### config.mk
export PLATFORM = sky130hd
export DESIGN_NAME = gpio_function_mapper
export DESIGN_NICKNAME = d
export VERILOG_FILES = /design/src/logic/gpio_map_pkg.sv /design/src/logic/pin_edge_if.sv /design/src/logic/gpio_function_mapper.sv /design/src/logic/pin_edge_detect.sv
export SDC_FILE = /design/constraint.sdc
export NUM_CORES = 1
export LEC_CHECK = 0
export ABC_AREA = 1
export BUFFER_PORTS_ARGS = -buffer_cell sky130_fd_sc_hd__clkbuf_2
export CAP_MARGIN = 20
export CORE_ASPECT_RATIO = 1.5
export CORE_MARGIN = 5
export CORE_UTILIZATION = 45
export CTS_CLUSTER_DIAMETER = 60
export CTS_CLUSTER_SIZE = 28
export DETAILED_ROUTE_END_ITERATION = 6
export GPL_TIMING_DRIVEN = 0
export MAX_ROUTING_LAYER = met4
export PLACE_DENSITY = 0.75
export SLEW_MARGIN = 10
export SYNTH_ARGS = -nofsm -noshare
export SYNTH_HDL_FRONTEND = slang
export SYNTH_SLANG_ARGS = --single-unit
### constraint.sdc
create_clock -name i_core_clk -period 2.05 [get_ports i_core_clk]
set_clock_uncertainty 0.15 [all_clocks]
set_input_delay 0.41 -clock i_core_clk [delete_from_list [all_inputs] [get_ports i_core_clk]]
set_output_delay 0.41 -clock i_core_clk [all_outputs]
set_load 0.03 [all_outputs]
### src/logic/gpio_map_pkg.sv
// gpio function mapper package: register map, field layout, function codes
// assumes a 32-bit avalon-mm register bus with byte addresses
package gpio_map_pkg;
	// ----------------------------------------------------------------
	// bus and sizes
	// ----------------------------------------------------------------
	localparam int ADDR_W = 4;
	localparam int DATA_W = 32;
	localparam int NCH = 2;
	localparam int CFG_W = 16;
	localparam int CH_W = 6;
	localparam int SETTLE_W = 2;
	localparam logic [SETTLE_W-1:0] SETTLE_CYC = 2'h3;
	// ----------------------------------------------------------------
	// register byte offsets
	// ----------------------------------------------------------------
	localparam logic [ADDR_W-1:0] OFF_CFG = 4'h0;
	localparam logic [ADDR_W-1:0] OFF_TRIG = 4'h4;
	localparam logic [ADDR_W-1:0] OFF_STAT = 4'h8;
	localparam logic [ADDR_W-1:0] OFF_CHCFG = 4'hC;
	// ----------------------------------------------------------------
	// pin configuration fields
	// ----------------------------------------------------------------
	localparam int CFG_IN_EN = 0;
	localparam int CFG_FN_LSB = 1;
	localparam int CFG_SEL_LSB = 5;
	localparam int CFG_OST_LSB = 9;
	localparam int CFG_OUT_EN = 13;
	localparam int CFG_SLEEP_EN = 14;
	localparam logic [CFG_W-1:0] CFG_RESET = 16'h0000;
	// channel configuration fields
	localparam int CH_PDN_LSB = 0;
	localparam int CH_SYNC_LSB = 4;
	localparam logic [CH_W-1:0] CH_RESET = 6'h00;
	// software trigger fields
	localparam int TRG_NVM = 0;
	localparam int TRG_PROT = 1;
	localparam int TRG_FAULT = 2;
	localparam int TRG_CLR = 3;
	localparam int TRG_LOAD = 4;
	localparam int TRG_MHI_LSB = 5;
	localparam int TRG_MLO_LSB = 7;
	localparam int TRG_FUNC_LSB = 9;
	localparam int TRG_RST_LSB = 8 + 3;
	localparam int TRG_UNL_LSB = 12;
	// reset and unlock keys, values arbitrary
	localparam logic [0:0] RESET_KEY = 1'h1;
	localparam logic [3:0] UNLOCK_KEY = 4'h5;
	// ----------------------------------------------------------------
	// input function and output status codes
	// ----------------------------------------------------------------
	typedef logic [3:0] code_t;
	localparam code_t FN_SLEEP = 4'h0;
	localparam code_t FN_FAULT = 4'h2;
	localparam code_t FN_IOUT = 4'h3;
	localparam code_t FN_VOUT = 4'h4;
	localparam code_t FN_PROT = 4'h5;
	localparam code_t FN_CLR = 4'h7;
	localparam code_t FN_LOAD = 4'h8;
	localparam code_t FN_FUNC = 4'h9;
	localparam code_t FN_MARGIN = 4'hA;
	localparam code_t FN_RESET = 4'hB;
	localparam code_t FN_NVM = 4'hC;
	localparam code_t FN_WRLOCK = 4'hD;
	localparam code_t OST_NVM_BUSY = 4'h1;
	localparam code_t OST_BUSY1 = 4'h4;
	localparam code_t OST_BUSY0 = 4'h7;
	localparam code_t OST_WIN1 = 4'h8;
	localparam code_t OST_WIN0 = 4'hB;
	// sequencer states
	typedef enum logic [1:0] {ST_LOAD, ST_SAMPLE, ST_RUN} seq_t;
endpackage : gpio_map_pkg

### src/logic/pin_edge_if.sv
// pin level and edge carrier between the edge detector and the mapper
// assumes both ends run on the core clock
`timescale 1ns/100ps
interface pin_edge_if;
	logic level; // sampled pin level
	logic rise; // one-cycle rising edge
	logic fall; // one-cycle falling edge
	modport det (output level, output rise, output fall);
	modport use_side (input level, input rise, input fall);
endinterface : pin_edge_if

### src/logic/gpio_function_mapper.sv
// gpio function mapper: one pin mapped to device triggers and status
// assumes an avalon-mm master on the core clock and a static nvm image
//
// Behaviour
// - input-enable bit with output-enable clear makes pin an input
// - output-enable bit makes pin an output
// - channel actions only on selected channels
// - default configuration: pin does nothing
// - mapped pin disables matching software bit, but not the reset and unlock fields
// - low pulse on pin resets device
// - pin triggers keep software trigger conditions
// - pin reset only from nvm configuration
// - power-on: pin level runs its command, except for code 1011 reset
// - code 0000: fall sleeps, rise wakes
// - fault dump, protect, clear on fall
// - iout power and waveform per edge
// - vout power-down with chosen pulldown
// - code 1000: fall loads selected channels
// - code 1011: low pulse resets device
// - nvm and register write gating
// - output pin drives selected status
`timescale 1ns/100ps
module gpio_function_mapper (
	// clock and reset
	input wire logic i_core_clk,
	input wire logic i_sys_rst,
	// register bus
	input wire logic [gpio_map_pkg::ADDR_W-1:0] i_avs_address,
	input wire logic i_avs_read,
	input wire logic i_avs_write,
	input wire logic [gpio_map_pkg::DATA_W-1:0] i_avs_writedata,
	output logic [gpio_map_pkg::DATA_W-1:0] o_avs_readdata,
	output logic o_avs_waitrequest,
	// nvm image and device status
	input wire logic [gpio_map_pkg::CFG_W-1:0] i_nvm_cfg,
	input wire logic i_nvm_busy,
	input wire logic [gpio_map_pkg::NCH-1:0] i_dac_busy,
	input wire logic [gpio_map_pkg::NCH-1:0] i_win_cmp,
	// pin
	input wire logic i_gpio_in,
	output logic o_gpio_out,
	output logic o_gpio_oe,
	// device-wide triggers and levels
	output logic o_sleep_enter,
	output logic o_sleep_exit,
	output logic o_deep_sleep,
	output logic o_fault_dump,
	output logic o_protect,
	output logic o_output_clear_trigger,
	output logic o_device_reset,
	output logic o_nvm_prog,
	output logic o_nvm_prog_allowed,
	output logic o_reg_write_allowed,
	// per-channel triggers and levels
	output logic [gpio_map_pkg::NCH-1:0] o_output_load_trigger,
	output logic [gpio_map_pkg::NCH-1:0] o_margin_low,
	output logic [gpio_map_pkg::NCH-1:0] o_margin_high,
	output logic [gpio_map_pkg::NCH-1:0] o_iout_pd,
	output logic [gpio_map_pkg::NCH-1:0] o_vout_pd,
	output logic [2*gpio_map_pkg::NCH-1:0] o_voltage_powerdown_setting,
	output logic [gpio_map_pkg::NCH-1:0] o_func_run
);
	import gpio_map_pkg::*;
	// ----------------------------------------------------------------
	// state
	// ----------------------------------------------------------------
	typedef struct packed {
		seq_t st; // sequencer state
		logic [SETTLE_W-1:0] settle; // synchroniser settle count
		logic [CFG_W-1:0] cfg; // pin configuration register
		logic [CH_W-1:0] chcfg; // channel configuration register
		logic sleep; // deep sleep level
		logic [NCH-1:0] iout_pd; // current output powered down
		logic [NCH-1:0] vout_pd; // voltage output powered down
		logic [NCH-1:0] run; // waveform generation running
		logic nvm_ok; // nvm programming allowed
		logic wr_ok; // register writes allowed
		logic low_seen; // low phase of a reset pulse seen
		logic ack; // bus answer cycle
		logic [DATA_W-1:0] rdata; // read data
		logic sl_in; // sleep enter pulse
		logic sl_out; // sleep exit pulse
		logic fault; // fault dump pulse
		logic prot; // protect pulse
		logic clr; // clear pulse
		logic rst; // device reset pulse
		logic nvm; // nvm program pulse
		logic [NCH-1:0] load; // load pulses
		logic [NCH-1:0] mlo; // margin low pulses
		logic [NCH-1:0] mhi; // margin high pulses
		logic gpo; // output pin value
	} map_state_t;
	map_state_t q, d;
	pin_edge_if pin_e ();
	// pin edge detector
	pin_edge_detect u_edge (
		.i_core_clk(i_core_clk),
		.i_sys_rst(i_sys_rst),
		.i_pin(i_gpio_in),
		.edge_o(pin_e)
	);
	// ----------------------------------------------------------------
	// decoded configuration
	// ----------------------------------------------------------------
	code_t fn; // input function code
	code_t ost; // output status code
	logic [NCH-1:0] sel; // input channel select
	logic [NCH-1:0] sync_en; // per-channel load sync setting
	logic pin_in; // pin acts as input
	logic fall_ev; // qualified falling event
	logic rise_ev; // qualified rising event
	logic nvm_rst_ok; // reset mapping held in nvm
	logic [DATA_W-1:0] wd; // write data alias
	assign fn = q.cfg[CFG_FN_LSB +: 4];
	assign ost = q.cfg[CFG_OST_LSB +: 4];
	assign sel = q.cfg[CFG_SEL_LSB +: NCH];
	assign sync_en = q.chcfg[CH_SYNC_LSB +: NCH];
	assign pin_in = q.cfg[CFG_IN_EN] & ~q.cfg[CFG_OUT_EN];
	assign nvm_rst_ok = i_nvm_cfg[CFG_IN_EN] & (i_nvm_cfg[CFG_FN_LSB +: 4] == FN_RESET);
	assign wd = i_avs_writedata;
	// sample at power-on acts as an edge towards the present level
	always_comb begin
		fall_ev = 1'b0;
		rise_ev = 1'b0;
		if (q.st == ST_RUN) begin
			fall_ev = pin_in & pin_e.fall;
			rise_ev = pin_in & pin_e.rise;
		end else if (q.st == ST_SAMPLE) begin
			fall_ev = pin_in & ~pin_e.level;
			rise_ev = pin_in & pin_e.level;
		end
	end
	// ----------------------------------------------------------------
	// next state
	// ----------------------------------------------------------------
	always_comb begin
		d = q;
		// pulses last one cycle
		d.sl_in = 1'b0;
		d.sl_out = 1'b0;
		d.fault = 1'b0;
		d.prot = 1'b0;
		d.clr = 1'b0;
		d.rst = 1'b0;
		d.nvm = 1'b0;
		d.load = '0;
		d.mlo = '0;
		d.mhi = '0;
		d.ack = 1'b0;
		// sequencer: settle, reload from nvm, sample the pin
		case (q.st)
			ST_LOAD: begin
				d.cfg = i_nvm_cfg;
				if (q.settle == SETTLE_CYC) begin
					d.st = ST_SAMPLE;
				end else begin
					d.settle = q.settle + SETTLE_W'(1);
				end
			end
			ST_SAMPLE: begin
				d.st = ST_RUN;
			end
			default: begin
				d.st = ST_RUN;
			end
		endcase
		// pin function decode
		case (fn)
			FN_SLEEP: begin
				if (fall_ev && q.cfg[CFG_SLEEP_EN]) begin
					d.sleep = 1'b1;
					d.sl_in = 1'b1;
				end
				if (rise_ev && q.sleep) begin
					d.sleep = 1'b0;
					d.sl_out = 1'b1;
				end
			end
			FN_FAULT: d.fault = fall_ev;
			FN_PROT: d.prot = fall_ev;
			FN_CLR: d.clr = fall_ev;
			FN_IOUT: begin
				if (fall_ev) d.iout_pd = q.iout_pd | sel;
				if (rise_ev) d.iout_pd = q.iout_pd & ~sel;
			end
			FN_VOUT: begin
				if (fall_ev) d.vout_pd = q.vout_pd | sel;
				if (rise_ev) d.vout_pd = q.vout_pd & ~sel;
			end
			FN_LOAD: begin
				if (fall_ev) d.load = sel & sync_en;
			end
			FN_FUNC: begin
				if (fall_ev) d.run = q.run & ~sel;
				if (rise_ev) d.run = q.run | sel;
			end
			FN_MARGIN: begin
				if (fall_ev) d.mlo = sel;
				if (rise_ev) d.mhi = sel;
			end
			FN_RESET: begin
				// low phase arms, the return high fires the reset
				if (q.st == ST_RUN && pin_in && pin_e.fall) d.low_seen = 1'b1;
				if (q.st == ST_RUN && pin_in && pin_e.rise && q.low_seen && nvm_rst_ok) begin
					d.rst = 1'b1;
				end
			end
			FN_NVM: begin
				if (fall_ev) d.nvm_ok = 1'b1;
				if (rise_ev) d.nvm_ok = 1'b0;
			end
			FN_WRLOCK: begin
				if (fall_ev) d.wr_ok = 1'b1;
				if (rise_ev) d.wr_ok = 1'b0;
			end
			default: begin
				// unassigned codes take no action
				d.low_seen = q.low_seen;
			end
		endcase
		// ------------------------------------------------------------
		// register bus: one wait cycle, then the answer
		// ------------------------------------------------------------
		if ((i_avs_read || i_avs_write) && !q.ack) begin
			d.ack = 1'b1;
			d.rdata = '0;
			if (i_avs_address == OFF_CFG) begin
				d.rdata[CFG_W-1:0] = q.cfg;
			end else if (i_avs_address == OFF_STAT) begin
				d.rdata = {18'h00000, pin_e.level, q.wr_ok, q.nvm_ok, q.sleep,
					q.run, q.vout_pd, q.iout_pd, 4'h0};
			end else if (i_avs_address == OFF_CHCFG) begin
				d.rdata[CH_W-1:0] = q.chcfg;
			end else begin
				// trigger register and unmapped words read zero
				d.rdata = '0;
			end
		end
		if (i_avs_write && q.ack && q.st == ST_RUN) begin
			if (i_avs_address == OFF_CFG && q.wr_ok) begin
				d.cfg = wd[CFG_W-1:0];
			end else if (i_avs_address == OFF_CHCFG && q.wr_ok) begin
				d.chcfg = wd[CH_W-1:0];
			end else if (i_avs_address == OFF_TRIG) begin
				// unlock and reset fields pass even while writes are blocked
				if (wd[TRG_UNL_LSB +: 4] == UNLOCK_KEY) d.wr_ok = 1'b1;
				if (wd[TRG_RST_LSB] == RESET_KEY) d.rst = 1'b1;
				if (q.wr_ok) begin
					// a pin mapped to the same function masks the bit
					if (!(pin_in && fn == FN_PROT)) d.prot = d.prot | wd[TRG_PROT];
					if (!(pin_in && fn == FN_FAULT)) d.fault = d.fault | wd[TRG_FAULT];
					if (!(pin_in && fn == FN_CLR)) d.clr = d.clr | wd[TRG_CLR];
					if (!(pin_in && fn == FN_LOAD)) begin
						d.load = d.load | ({NCH{wd[TRG_LOAD]}} & sync_en);
					end
					if (!(pin_in && fn == FN_MARGIN)) begin
						d.mhi = d.mhi | wd[TRG_MHI_LSB +: NCH];
						d.mlo = d.mlo | wd[TRG_MLO_LSB +: NCH];
					end
					if (!(pin_in && fn == FN_FUNC)) begin
						d.run = d.run | wd[TRG_FUNC_LSB +: NCH];
					end
					d.nvm = wd[TRG_NVM] & q.nvm_ok;
				end
			end
		end
		// ------------------------------------------------------------
		// output pin status select
		// ------------------------------------------------------------
		case (ost)
			OST_NVM_BUSY: d.gpo = i_nvm_busy;
			OST_BUSY1: d.gpo = i_dac_busy[1];
			OST_BUSY0: d.gpo = i_dac_busy[0];
			OST_WIN1: d.gpo = i_win_cmp[1];
			OST_WIN0: d.gpo = i_win_cmp[0];
			default: d.gpo = 1'b0;
		endcase
		// a device reset clears the channel configuration and reloads nvm
		if (q.rst) begin
			d.st = ST_LOAD;
			d.settle = '0;
			d.low_seen = 1'b0;
			d.chcfg = CH_RESET;
		end
	end
	// ----------------------------------------------------------------
	// registers
	// ----------------------------------------------------------------
	always_ff @(posedge i_core_clk) begin
		if (i_sys_rst) begin
			q <= '0;
			q.st <= ST_LOAD;
			q.cfg <= CFG_RESET;
			q.chcfg <= CH_RESET;
			q.nvm_ok <= 1'b1;
			q.wr_ok <= 1'b1;
		end else begin
			q <= d;
		end
	end
	// ----------------------------------------------------------------
	// outputs
	// ----------------------------------------------------------------
	assign o_avs_waitrequest = (i_avs_read | i_avs_write) & ~q.ack;
	assign o_avs_readdata = q.rdata;
	assign o_gpio_out = q.gpo;
	assign o_gpio_oe = q.cfg[CFG_OUT_EN];
	assign o_sleep_enter = q.sl_in;
	assign o_sleep_exit = q.sl_out;
	assign o_deep_sleep = q.sleep;
	assign o_fault_dump = q.fault;
	assign o_protect = q.prot;
	assign o_output_clear_trigger = q.clr;
	assign o_device_reset = q.rst;
	assign o_nvm_prog = q.nvm;
	assign o_nvm_prog_allowed = q.nvm_ok;
	assign o_reg_write_allowed = q.wr_ok;
	assign o_output_load_trigger = q.load;
	assign o_margin_low = q.mlo;
	assign o_margin_high = q.mhi;
	assign o_iout_pd = q.iout_pd;
	assign o_vout_pd = q.vout_pd;
	assign o_voltage_powerdown_setting = q.chcfg[CH_PDN_LSB +: 2*NCH];
	assign o_func_run = q.run;
endmodule : gpio_function_mapper

### src/logic/pin_edge_detect.sv
// pin synchroniser and edge detector
// assumes i_pin is a raw pin level, i_sys_rst synchronous active high
`timescale 1ns/100ps
module pin_edge_detect (
	// clock and reset
	input wire logic i_core_clk,
	input wire logic i_sys_rst,
	// pin
	input wire logic i_pin,
	// edges out
	pin_edge_if.det edge_o
);
	import gpio_map_pkg::*;
	// ----------------------------------------------------------------
	// state
	// ----------------------------------------------------------------
	typedef struct packed {
		logic meta; // first stage, read only by the second
		logic sync; // settled sample
		logic prev; // previous settled sample
	} edge_state_t;
	edge_state_t q, d;
	// next state: shift the pin through the chain
	always_comb begin
		d = q;
		d.meta = i_pin;
		d.sync = q.meta;
		d.prev = q.sync;
	end
	// registers
	always_ff @(posedge i_core_clk) begin
		if (i_sys_rst) begin
			q <= '0;
		end else begin
			q <= d;
		end
	end
	// edges from successive settled samples
	assign edge_o.level = q.sync;
	assign edge_o.rise = q.sync & ~q.prev;
	assign edge_o.fall = ~q.sync & q.prev;
endmodule : pin_edge_detect

Word-level counts from Yosys, hierarchy flattened:

Index checks and enable logic that the tools add are counted.

* reductions and logical operators: 36
* bitwise logic cells: 38
* mux-type cells: 66
* eq/ne operators: 25
* add/subtract/negate cells: 1

Operators by type and width (count)
* two-way mux 16 bit: 4
* == test 4 bit (second input constant): 11
* two-way mux 11 bit: 4
* two-way mux 2 bit: 20
* two-way mux 33 bit: 1
* == test 4 x 3 -> 1 bit (second input constant): 7
* two-way mux 1 bit: 27
* two-way mux 22 bit: 1
* logical AND 1 bit: 18
* two-way mux 6 bit: 3
* two-way mux 14 bit: 1
* OR 2 bit: 7
* AND reduction 2 bit: 6
* NOT 1 bit: 11
* AND 1 bit: 10
* AND 2 bit: 5
* == test 4 x 2 -> 1 bit (second input constant): 2
* zero test 4 bit: 2
* two-way mux 4 bit: 2
* two-way mux 7 bit: 1
* OR reduction 6 bit: 1
* one-hot mux 1 bit (5 select lines): 1
* == test 2 bit (second input constant): 2
* == test 4 x 1 -> 1 bit (second input constant): 1
* 13 further kinds: 18

* output and inout bits: 61
* word-level logic and storage cells: 194
* register bits: 86

Depth between registers and ports, before layout:

Gate-level depths: netlist of run 1.

* word-level depth: 15
* mapped depth: 10
* mapped depth without buffers: 10

Hierarchy:

From an unflattened synthesis of run 1, not the netlist that was laid out.

* cells, all modules: 509
* area total of the unflattened synthesis: 3647.2 µm²

Modules (own cells, without submodules)
* gpio_function_mapper: instances 1, cells each 497, area each 3553.4 µm²
* pin_edge_detect: instances 1, cells each 12, area each 93.8 µm²

Least setup slack after synthesis of run 1:

OpenSTA, ideal clock, no wires.

* kind: input-to-output
* from: input i_avs_write
* to: output o_avs_waitrequest
* data arrival time: 1.014 ns
* setup slack: 0.476 ns
* stages: 4
* cell sequence: o21bai_2 inv_1 buf_2 buf_2

* word-level cells in the longest chain between the ends: 2

Ends and longest elaborated chain
* start: declaration: RTL line gpio_function_mapper.sv:30 `input wire logic i_avs_write,`
* OR 1 bit: RTL line gpio_function_mapper.sv:304 `assign o_avs_waitrequest = (i_avs_read | i_avs_write) & ~q.ack;`
* AND 1 bit: RTL line gpio_function_mapper.sv:304
* end: declaration: RTL line gpio_function_mapper.sv:33 `output logic o_avs_waitrequest,`

No other way between the ends.

Worst setup path in the final report of run 1:

* from: register q[46] (netlist bit)
* to: output o_avs_waitrequest

* word-level cells in the longest chain between the ends: 2

Ends and longest elaborated chain
* start: declaration: RTL line gpio_function_mapper.sv:93 `map_state_t q, d;`
* NOT 1 bit: RTL line gpio_function_mapper.sv:304
* AND 1 bit: RTL line gpio_function_mapper.sv:304

No other way between the ends.

==> flow_metrics.tcl, run 1 <==
set metrics [dict create \
    status "completed" \
    synth_area_leaders "dfxtp_1 (36%), buf_4 (9.8%), nand2_1 (9.3%)" \
    grt-ovfl-total 0 \
    avgSynthCellArea_um2 7.43 \
    cts_buffers 9 \
    clock_latency_ns 0.34 \
    peakVddDrop_mv 0.512 \
    synth.cell_area_um2 3850 \
    diodes 0 \
    synth_seq_area_share_pct 36.4 \
    die_h_um 123 \
    synth-edff-count 0 \
    worstSetupPathType "reg -> out" \
    grt_setup_unrepaired "no" \
    synth.distinct_cells 36 \
    async_flop_share_pct 0 \
    ys_warn_count 0 \
    hold_path.class "in -> reg" \
    fp.dieW_um 85.5 \
    numPortBuffers 90 \
    relSlewSlack_pct 49.1 \
    area_growth_pct 24.7 \
    fin_crit_ns 1.99 \
    via_per_inst 4.99 \
    drc_errors 0 \
    required_ns 1.49 \
    slew_violations 0 \
    layout.nets 700 \
    grt_pass1_vias 3589 \
    tightest_slew_ns 0.764 \
    cp_top_family "buffers and inverters" \
    h-tree-depth 3 \
    core_area_um2 8360 \
    cp.arrival_ns 1.43 \
    die_area_um2 10500 \
    postRouteAntennaNets 0 \
    fin_util_pct 57.4 \
    cp.buffers_inverters 4 \
    holdBufCountCts 0 \
    ys.flop_type "dfxtp_1" \
    rows 41 \
    clock.fmax_mhz 502 \
    clkSinkCount 70 \
    wire_per_inst_um 15.8 \
    grt_max_degree 11 \
    drive_above_1_share_pct 32.2 \
    cts_tree "built" \
    pin_count 123 \
    crit_path_end_kind "output port" \
    clkSlewWorstSetupHoldPaths_ns 0.05 \
    setup_viol 0 \
    hold_viol_final 0 \
    drt_iter0_drc 264 \
    cp-start-kind "flop" \
    dp_hpwl_mm 8.97 \
    grt_antenna_before_repair 0 \
    power.density_nw_per_um2 756 \
    dr.pass1.iters 5 \
    vias 3735 \
    cts.path.max_buffers 2 \
    grt_pass1_wl_mm 18.4 \
    start_util_pct 46.0 \
    nFillCells 809 \
    p_leak_uw 0.00235 \
    synthCells 518 \
    ys_ff_latch 70 \
    critPathMaxStageDelay_ns 0.31 \
    synth_top_area_cell "dfxtp_1" \
    cp_max_fo 10 \
    grt_util_all_layers_pct 23.9 \
    path_cells "o21bai_2, inv_1, buf_6, buf_8, clkbuf_8" \
    routabilityCongestion 0.925 \
    finalWirelength_mm 11.8 \
    cpMaxStageDelayCell "dfxtp_1" \
    clock_tree.root_cell "clkbuf_16" \
    drv_cap 0 \
    yosys.area.top_type_share_pct 36.4 \
    fin_hold_ws_ns 0.105 \
    period_share_pct 97.1 \
]
-- sequential cells by signal (all words and copies together), names as in the netlist, 2 cells and up, named ones only --
signal	cells
fn	4
o_avs_readdata	16
o_func_run	2
o_margin_high	2
o_margin_low	2
o_output_load_trigger	2
o_voltage_powerdown_setting	4
ost	4
q	15
-- Yosys cell counts (5+ instances only) --
| cell type | instances |
|---|---|
| buf_2 | 5 |
| clkbuf_1 | 8 |
| inv_1 | 61 |
| o221ai_1 | 12 |
| nand3_2 | 6 |
| nor2_1 | 51 |
| buf_6 | 5 |
| buf_4 | 50 |
| dfxtp_1 | 70 |
| nand2_1 | 95 |
| a31oi_1 | 17 |
| o21ai_0 | 14 |
| a211oi_2 | 6 |
| a21oi_1 | 19 |
| o21ai_1 | 14 |
| nand4_1 | 7 |
| nand3_1 | 34 |
-- worst register-to-register path, stage by stage (launching register included) --
cell and delay [ns]:
dfxtp_1 0.31, o21bai_2 0.23, inv_1 0.10, clkbuf_1 0.59, nand2_1 0.14, o221ai_1 0.18
inv_1 0.06
-- layout make-up --
class	count	area, um2	area share [%]
Sequential cell	70	1400	29.2
Timing Repair Buffer	93	482	10.0
Inverter	70	270	5.63
Multi-Input combinational cell	324	1740	36.3
Buffer	69	507	10.6
Tap cell	107	134	2.79
Clock inverter	1	5.00	0.104
Clock buffer	15	258	5.37
-- path summary, 6_finish.rpt --
path | start | endpoint | slack [ns] | cells after the start
max | q[46]$_SDFF_PP0_ | o_avs_waitrequest | 0.06 | 5
min | i_gpio_in | u_edge.d[1]$_SDFF_PP0_ | 0.10 | 3
max reg2reg | q[46]$_SDFF_PP0_ | o_avs_readdata[13]$_SDFFE_PP0P_ | 0.19 | 6
min reg2reg | u_edge.d[1]$_SDFF_PP0_ | u_edge.edge_o.level$_SDFF_PP0_ | 0.26 | 2
-- repair_timing --
item | CTS | global route
resized for setup | 7 | 0
endpoints found under the setup margin | 1 | 1
buffers inserted | 0 | 3
-- per-stage QoR --
step / setup slack [ns] / cells / total power (uW) / TNS, ns / instance area [um2]
floorplan: 0.476 / 533 / 2010 / 0 / 3900
global placement: -0.0364 / 730 / 2220 / -0.0364 / 4490
detailed placement: -0.0616 / 730 / 2240 / -0.0616 / 4490
CTS: 0.0138 / 746 / 3630 / 0 / 4780
global route: 0.00750 / 749 / 3770 / 0 / 4800
finish: 0.0595 / 749 / 3630 / 0 / 4800
-- logic make-up after synthesis --
family	synth area share [%]
buf+inv	19.8
flops	36.4
compound gates	14.6
fa+ha+maj	0.325
simple gates	28.8
other cells	0.0975
-- placed cells by master (no fill, tap or decap), drive strengths merged, types with 16 or more instances in the layout --
cell type and n:
clkbuf 113, nand2 102, dfxtp 70, inv 67, buf 64, nor2 61, nand3 44, o21ai 28
a21oi 19, a31oi 17, conb 16
-- where the power goes --
group          internal [uW]  switching, uW  total [uW]
registers               1450           71.7        1520
logic                    243            466         709
clock network            851            547        1400
-- layer usage --
| metal | GRT usage [%] | wire (um) | vias to the layer above |
|---|---|---|---|
| met4 | 12.7 | 448 | 0 |
| met2 | 40.4 | 6040 | 157 |
| met1 | 27.3 | 4740 | 1688 |
| met3 | 3.20 | 606 | 27 |
| li1 | - | - | 1863 |
| met5 | - | 0 | - |
(Power assumes the default switching activity.)
==> run 2: changes to the inputs <==
--- a/config.mk
+++ b/config.mk
@@ -17,6 +17,7 @@
 export GPL_TIMING_DRIVEN = 0
 export MAX_ROUTING_LAYER = met4
 export PLACE_DENSITY = 0.75
+export RECOVER_POWER = 25
 export SLEW_MARGIN = 10
 export SYNTH_ARGS = -nofsm -noshare
 export SYNTH_HDL_FRONTEND = slang
==> flow_metrics.tcl, run 2 (synthesis results as in run 1) <==
set metrics [dict create \
    largest_reg_flops 16 \
    final_cell_area_um2 4770 \
    cp-start-kind "flop" \
    r2r-start "q[81]$_SDFFE_PP0P_" \
    pin_count 123 \
    wire_per_inst_um 15.8 \
    drt_iter0_drc 262 \
    clkSinkCount 70 \
    pre_cts_slack_ns -0.0616 \
    hold-path-cell-count 3 \
    peakVddDrop_mv 0.514 \
    cp.buffers_inverters 4 \
    postRouteAntennaNets 0 \
    reg2regPathDepth 7 \
    r2r_setup_slack_ns 0.20 \
    status "completed" \
    fin_crit_ns 1.99 \
    fin_util_pct 57.0 \
    grt_antenna_before_repair 0 \
    power.density_nw_per_um2 761 \
    slew_violations 0 \
    hold_start "i_gpio_in" \
    drive_above_1_share_pct 30.1 \
    nFillCells 823 \
    h-tree-depth 3 \
    drc_errors 0 \
    via_per_inst 5.00 \
    start_util_pct 46.0 \
    grt_max_degree 11 \
    cts.path.max_buffers 2 \
    dr.pass1.iters 5 \
    vias 3745 \
    die_h_um 123 \
    setup_viol 0 \
    rows 41 \
    period_share_pct 97.2 \
    r2r-end "o_voltage_powerdown_setting[3]$_SDFFE_PP0P_" \
    cpMaxStageDelayCell "dfxtp_1" \
    critPathMaxStageDelay_ns 0.31 \
    layout.nets 700 \
    clock_latency_ns 0.34 \
    diodes 0 \
    dp.cells 730 \
    layout_commonest_cell "nand2_1" \
    dp_hpwl_mm 8.97 \
    numPortBuffers 90 \
    routabilityCongestion 0.925 \
    place_area_um2 4490 \
    p_leak_uw 0.00230 \
    cts_buffers 9 \
    relSlewSlack_pct 50.9 \
    layoutNonFillerInstCount 749 \
    grt_setup_unrepaired "no" \
    setup_ws_ns 0.0567 \
    grt_util_all_layers_pct 23.9 \
    path_cells "o21bai_2, inv_1, buf_6, buf_8, clkbuf_8" \
    required_ns 1.49 \
    tightest_slew_ns 0.736 \
    hold_viol_final 0 \
    worstHoldEndpoint "u_edge.d[1]$_SDFF_PP0_" \
    clock_tree.root_cell "clkbuf_16" \
    clkSlewWorstSetupHoldPaths_ns 0.05 \
    mostFrequentLayoutCells "nand2_1 (95), clkbuf_2 (78), dfxtp_1 (70)" \
    cp.arrival_ns 1.43 \
    fp.dieW_um 85.5 \
    grt_pass1_wl_mm 18.4 \
    clock.fmax_mhz 502 \
    crit_path_end_kind "output port" \
    drv_cap 0 \
    grt-ovfl-total 0 \
    fin_total_pwr_uw 3630 \
    cts_tree "built" \
    grt_pass1_vias 3589 \
    cp_max_fo 10 \
    die_area_um2 10500 \
    core_area_um2 8360 \
    finalWirelength_mm 11.8 \
    hold_path.class "in -> reg" \
    area_growth_pct 23.9 \
    worstSetupPathType "reg -> out" \
    cp_top_family "buffers and inverters" \
]
-- run 2: changes by cell type in the layout (fill, tap and decap cells not counted) --
cell / change
buf_2: -1
buf_6: -1
clkbuf_2: -11
nor2_4: -1
clkinvlp_2: +1
buf_1: -1
nor2_1: +1
inv_4: -1
clkbuf_1: +14
-- run 2: final cells by class --
class	instances	area, um2	area share, %
plain buffers	69	498	10.4
flip-flops and latches	70	1400	29.4
repair buffers	93	468	9.82
multi-input cells	324	1730	36.4
clock inverters	1	5.00	0.105
clock buffers	15	258	5.41
inverters	70	269	5.64
well taps	107	134	2.81
-- run 2: metrics by stage --
step	setup TNS (ns)	hold WS, ns
2_1_floorplan	0	0.238
3_3_place_gp	-0.0364	0.242
3_5_place_dp	-0.0616	0.250
4_1_cts	0	0.0981
5_1_grt	0	0.138
6_report	0	0.103
-- run 2: worst reg2reg max path, cell delays in order (launching register included) --
cell	delay, ns
dfxtp_1	0.30
inv_1	0.06
nand2_1	0.07
nor2_1	0.47
nand3_2	0.26
buf_6	0.22
nor2_1	0.12
a211oi_2	0.05
-- run 2: how the worst max path moves through the flow --
stage / slack [ns] / end / from / cells past startpoint
floorplan: 0.48 / o_avs_waitrequest / i_avs_write / 4
global placement: -0.04 / o_avs_waitrequest / i_avs_write / 6
detailed placement: -0.06 / o_avs_waitrequest / i_avs_write / 6
CTS: 0.01 / o_avs_waitrequest / q[46]$_SDFF_PP0_ / 5
global route: 0.007 / o_avs_waitrequest / q[46]$_SDFF_PP0_ / 5
finish: 0.06 / o_avs_waitrequest / q[46]$_SDFF_PP0_ / 5
-- run 2: timing repair --
item | CTS | global route
setup buffers | 0 | 3
gates cloned | 0 | 0
resized for setup | 7 | 0
hold buffers | 0 | 0
endpoints found under the setup margin | 1 | 1
-- run 2: metal layers --
metal	vias to the layer above	global-route usage, %	routed length, um
li1	1866	-	-
met1	1699	27.3	4750
met2	155	40.4	6020
met3	25	3.20	639
met4	0	12.7	435
met5	-	-	0
-- run 2: power by group --
| part | internal (uW) | switching, uW |
|---|---|---|
| clock | 851 | 552 |
| combinational | 240 | 465 |
| sequential | 1450 | 71.2 |
==> run 3: changes to the inputs <==
--- a/config.mk
+++ b/config.mk
@@ -8,15 +8,17 @@
 export ABC_AREA = 1
 export BUFFER_PORTS_ARGS = -buffer_cell sky130_fd_sc_hd__clkbuf_2
 export CAP_MARGIN = 20
+export CELL_PAD_IN_SITES_DETAIL_PLACEMENT = 1
+export CELL_PAD_IN_SITES_GLOBAL_PLACEMENT = 2
 export CORE_ASPECT_RATIO = 1.5
 export CORE_MARGIN = 5
-export CORE_UTILIZATION = 45
+export CORE_UTILIZATION = 30
 export CTS_CLUSTER_DIAMETER = 60
 export CTS_CLUSTER_SIZE = 28
 export DETAILED_ROUTE_END_ITERATION = 6
 export GPL_TIMING_DRIVEN = 0
 export MAX_ROUTING_LAYER = met4
-export PLACE_DENSITY = 0.75
+export PLACE_DENSITY = 0.88
 export RECOVER_POWER = 25
 export SLEW_MARGIN = 10
 export SYNTH_ARGS = -nofsm -noshare
==> flow_metrics.tcl, run 3 (synthesis results as in run 1) <==
set metrics [dict create \
    fin_hold_ws_ns 0.109 \
    numPortBuffers 90 \
    grt_setup_unrepaired "no" \
    vias 3804 \
    h-tree-depth 3 \
    postRouteAntennaNets 0 \
    grt_max_degree 12 \
    largest_reg_flops 16 \
    top_usage_layer "met2" \
    cp.arrival_ns 1.41 \
    reg2regPathDepth 6 \
    mostFrequentLayoutCells "nand2_1 (95), clkbuf_2 (73), dfxtp_1 (70)" \
    clock_tree.root_cell "clkbuf_16" \
    grtUsageMet3_pct 3.94 \
    start_util_pct 30.8 \
    fin_total_pwr_uw 3760 \
    cts_buffers 9 \
    drt_iter0_drc 136 \
    crit_path_end_kind "output port" \
    multi_input_area_um2 1730 \
    layout.nets 698 \
    worstHoldEndpoint "u_edge.d[1]$_SDFF_PP0_" \
    die_area_um2 15200 \
    clock.fmax_mhz 507 \
    die_h_um 149 \
    seq_area_um2 1400 \
    hold_start "i_gpio_in" \
    wire_per_inst_um 17.4 \
    finalWirelength_mm 13.9 \
    clkSlewWorstSetupHoldPaths_ns 0.06 \
    setup_viol 0 \
    diodes 0 \
    tightest_slew_ns 0.786 \
    fp.dieW_um 102 \
    slew_violations 0 \
    cp_max_fo 10 \
    path_cells "o21bai_2, inv_2, buf_6, buf_8, buf_4" \
    clkSinkCount 70 \
    cts_tree "built" \
    fin_crit_ns 1.97 \
    drc_errors 0 \
    routabilityCongestion 0.896 \
    final_cell_area_um2 4830 \
    grt_antenna_before_repair 0 \
    rows 50 \
    cpMaxStageDelayCell "dfxtp_1" \
    power.density_nw_per_um2 779 \
    grt_pass1_wl_mm 21.3 \
    peakVddDrop_mv 0.392 \
    r2r_setup_slack_ns 0.18 \
    use_met1_pct 20.5 \
    r2r-start "q[46]$_SDFF_PP0_" \
    p_leak_uw 0.00229 \
    grt_util_all_layers_pct 19.2 \
    via_per_inst 4.78 \
    hold_viol_final 0 \
    grt_pass1_vias 4078 \
    cts.path.max_buffers 2 \
    cp_top_family "buffers and inverters" \
    holdBufCountCts 0 \
    fin_util_pct 38.6 \
    required_ns 1.49 \
    area_growth_pct 25.5 \
    layout_commonest_cell "nand2_1" \
    hold-path-cell-count 3 \
    r2r-end "o_avs_readdata[11]$_SDFFE_PP0P_" \
    place_area_um2 4550 \
    layoutNonFillerInstCount 796 \
    clock_latency_ns 0.34 \
    grt_util_met2_pct 32.7 \
    pin_count 123 \
    nFillCells 1616 \
    dp.cells 779 \
    worstSetupPathType "reg -> out" \
    cp-start-kind "flop" \
    dr.pass1.iters 4 \
    status "completed" \
    relSlewSlack_pct 47.6 \
    hold_path.class "in -> reg" \
    period_share_pct 96.1 \
    dp_hpwl_mm 10.6 \
    drv_cap 0 \
    grt-ovfl-total 0 \
    critPathMaxStageDelay_ns 0.31 \
    core_area_um2 12500 \
    drive_above_1_share_pct 29.8 \
    cp.buffers_inverters 4 \
]
[run 3: how the worst max path moves through the flow]
stage / start / to / slack (ns) / cells past startpoint
final: q[46]$_SDFF_PP0_ / o_avs_waitrequest / 0.08 / 5
after global routing: q[46]$_SDFF_PP0_ / o_avs_waitrequest / 0.02 / 5
after CTS: q[46]$_SDFF_PP0_ / o_avs_waitrequest / 0.01 / 5
after detailed placement: i_avs_write / o_avs_waitrequest / -0.1 / 6
after global placement: i_avs_write / o_avs_waitrequest / -0.06 / 6
after floorplan: i_avs_write / o_avs_waitrequest / 0.48 / 4
[run 3: power by group]
part	switching (uW)	internal (uW)
combinational	482	234
sequential	73.6	1450
clock	608	914
[run 3: routing by layer]
metal	share of wire [%]	up-vias
li1	-	1856
met1	39	1806
met2	52	104
met3	3.9	38
met4	4.7	0
met5	0	-
[run 3: layout make-up]
| cell class | instances | share of cell area, % |
|---|---|---|
| well taps | 156 | 4.04 |
| clock inverters | 3 | 0.363 |
| clock buffers | 13 | 5.60 |
| flip-flops and latches | 70 | 29.0 |
| plain buffers | 69 | 10.3 |
| inverters | 70 | 5.60 |
| repair buffers | 91 | 9.10 |
| multi-input cells | 324 | 35.9 |
[run 3: timing repair]
| item | 4_1_cts | 5_1_grt |
|---|---|---|
| endpoints found under the setup margin | 1 | 1 |
| setup buffers | 1 | 0 |
| resized for setup | 6 | 2 |
[run 3: stage by stage]
stage	setup slack (ns)	TNS, ns
after floorplan	0.476	0
after global placement	-0.0575	-0.0575
after detailed placement	-0.0978	-0.0978
after CTS	0.0138	0
after global routing	0.0175	0
final	0.0794	0
[run 3: worst reg2reg max path: stages, from the launching register on]
cell	delay [ns]
dfxtp_1	0.31
o21bai_2	0.23
inv_2	0.09
clkbuf_1	0.60
nand2_1	0.14
o221ai_1	0.19
inv_1	0.05
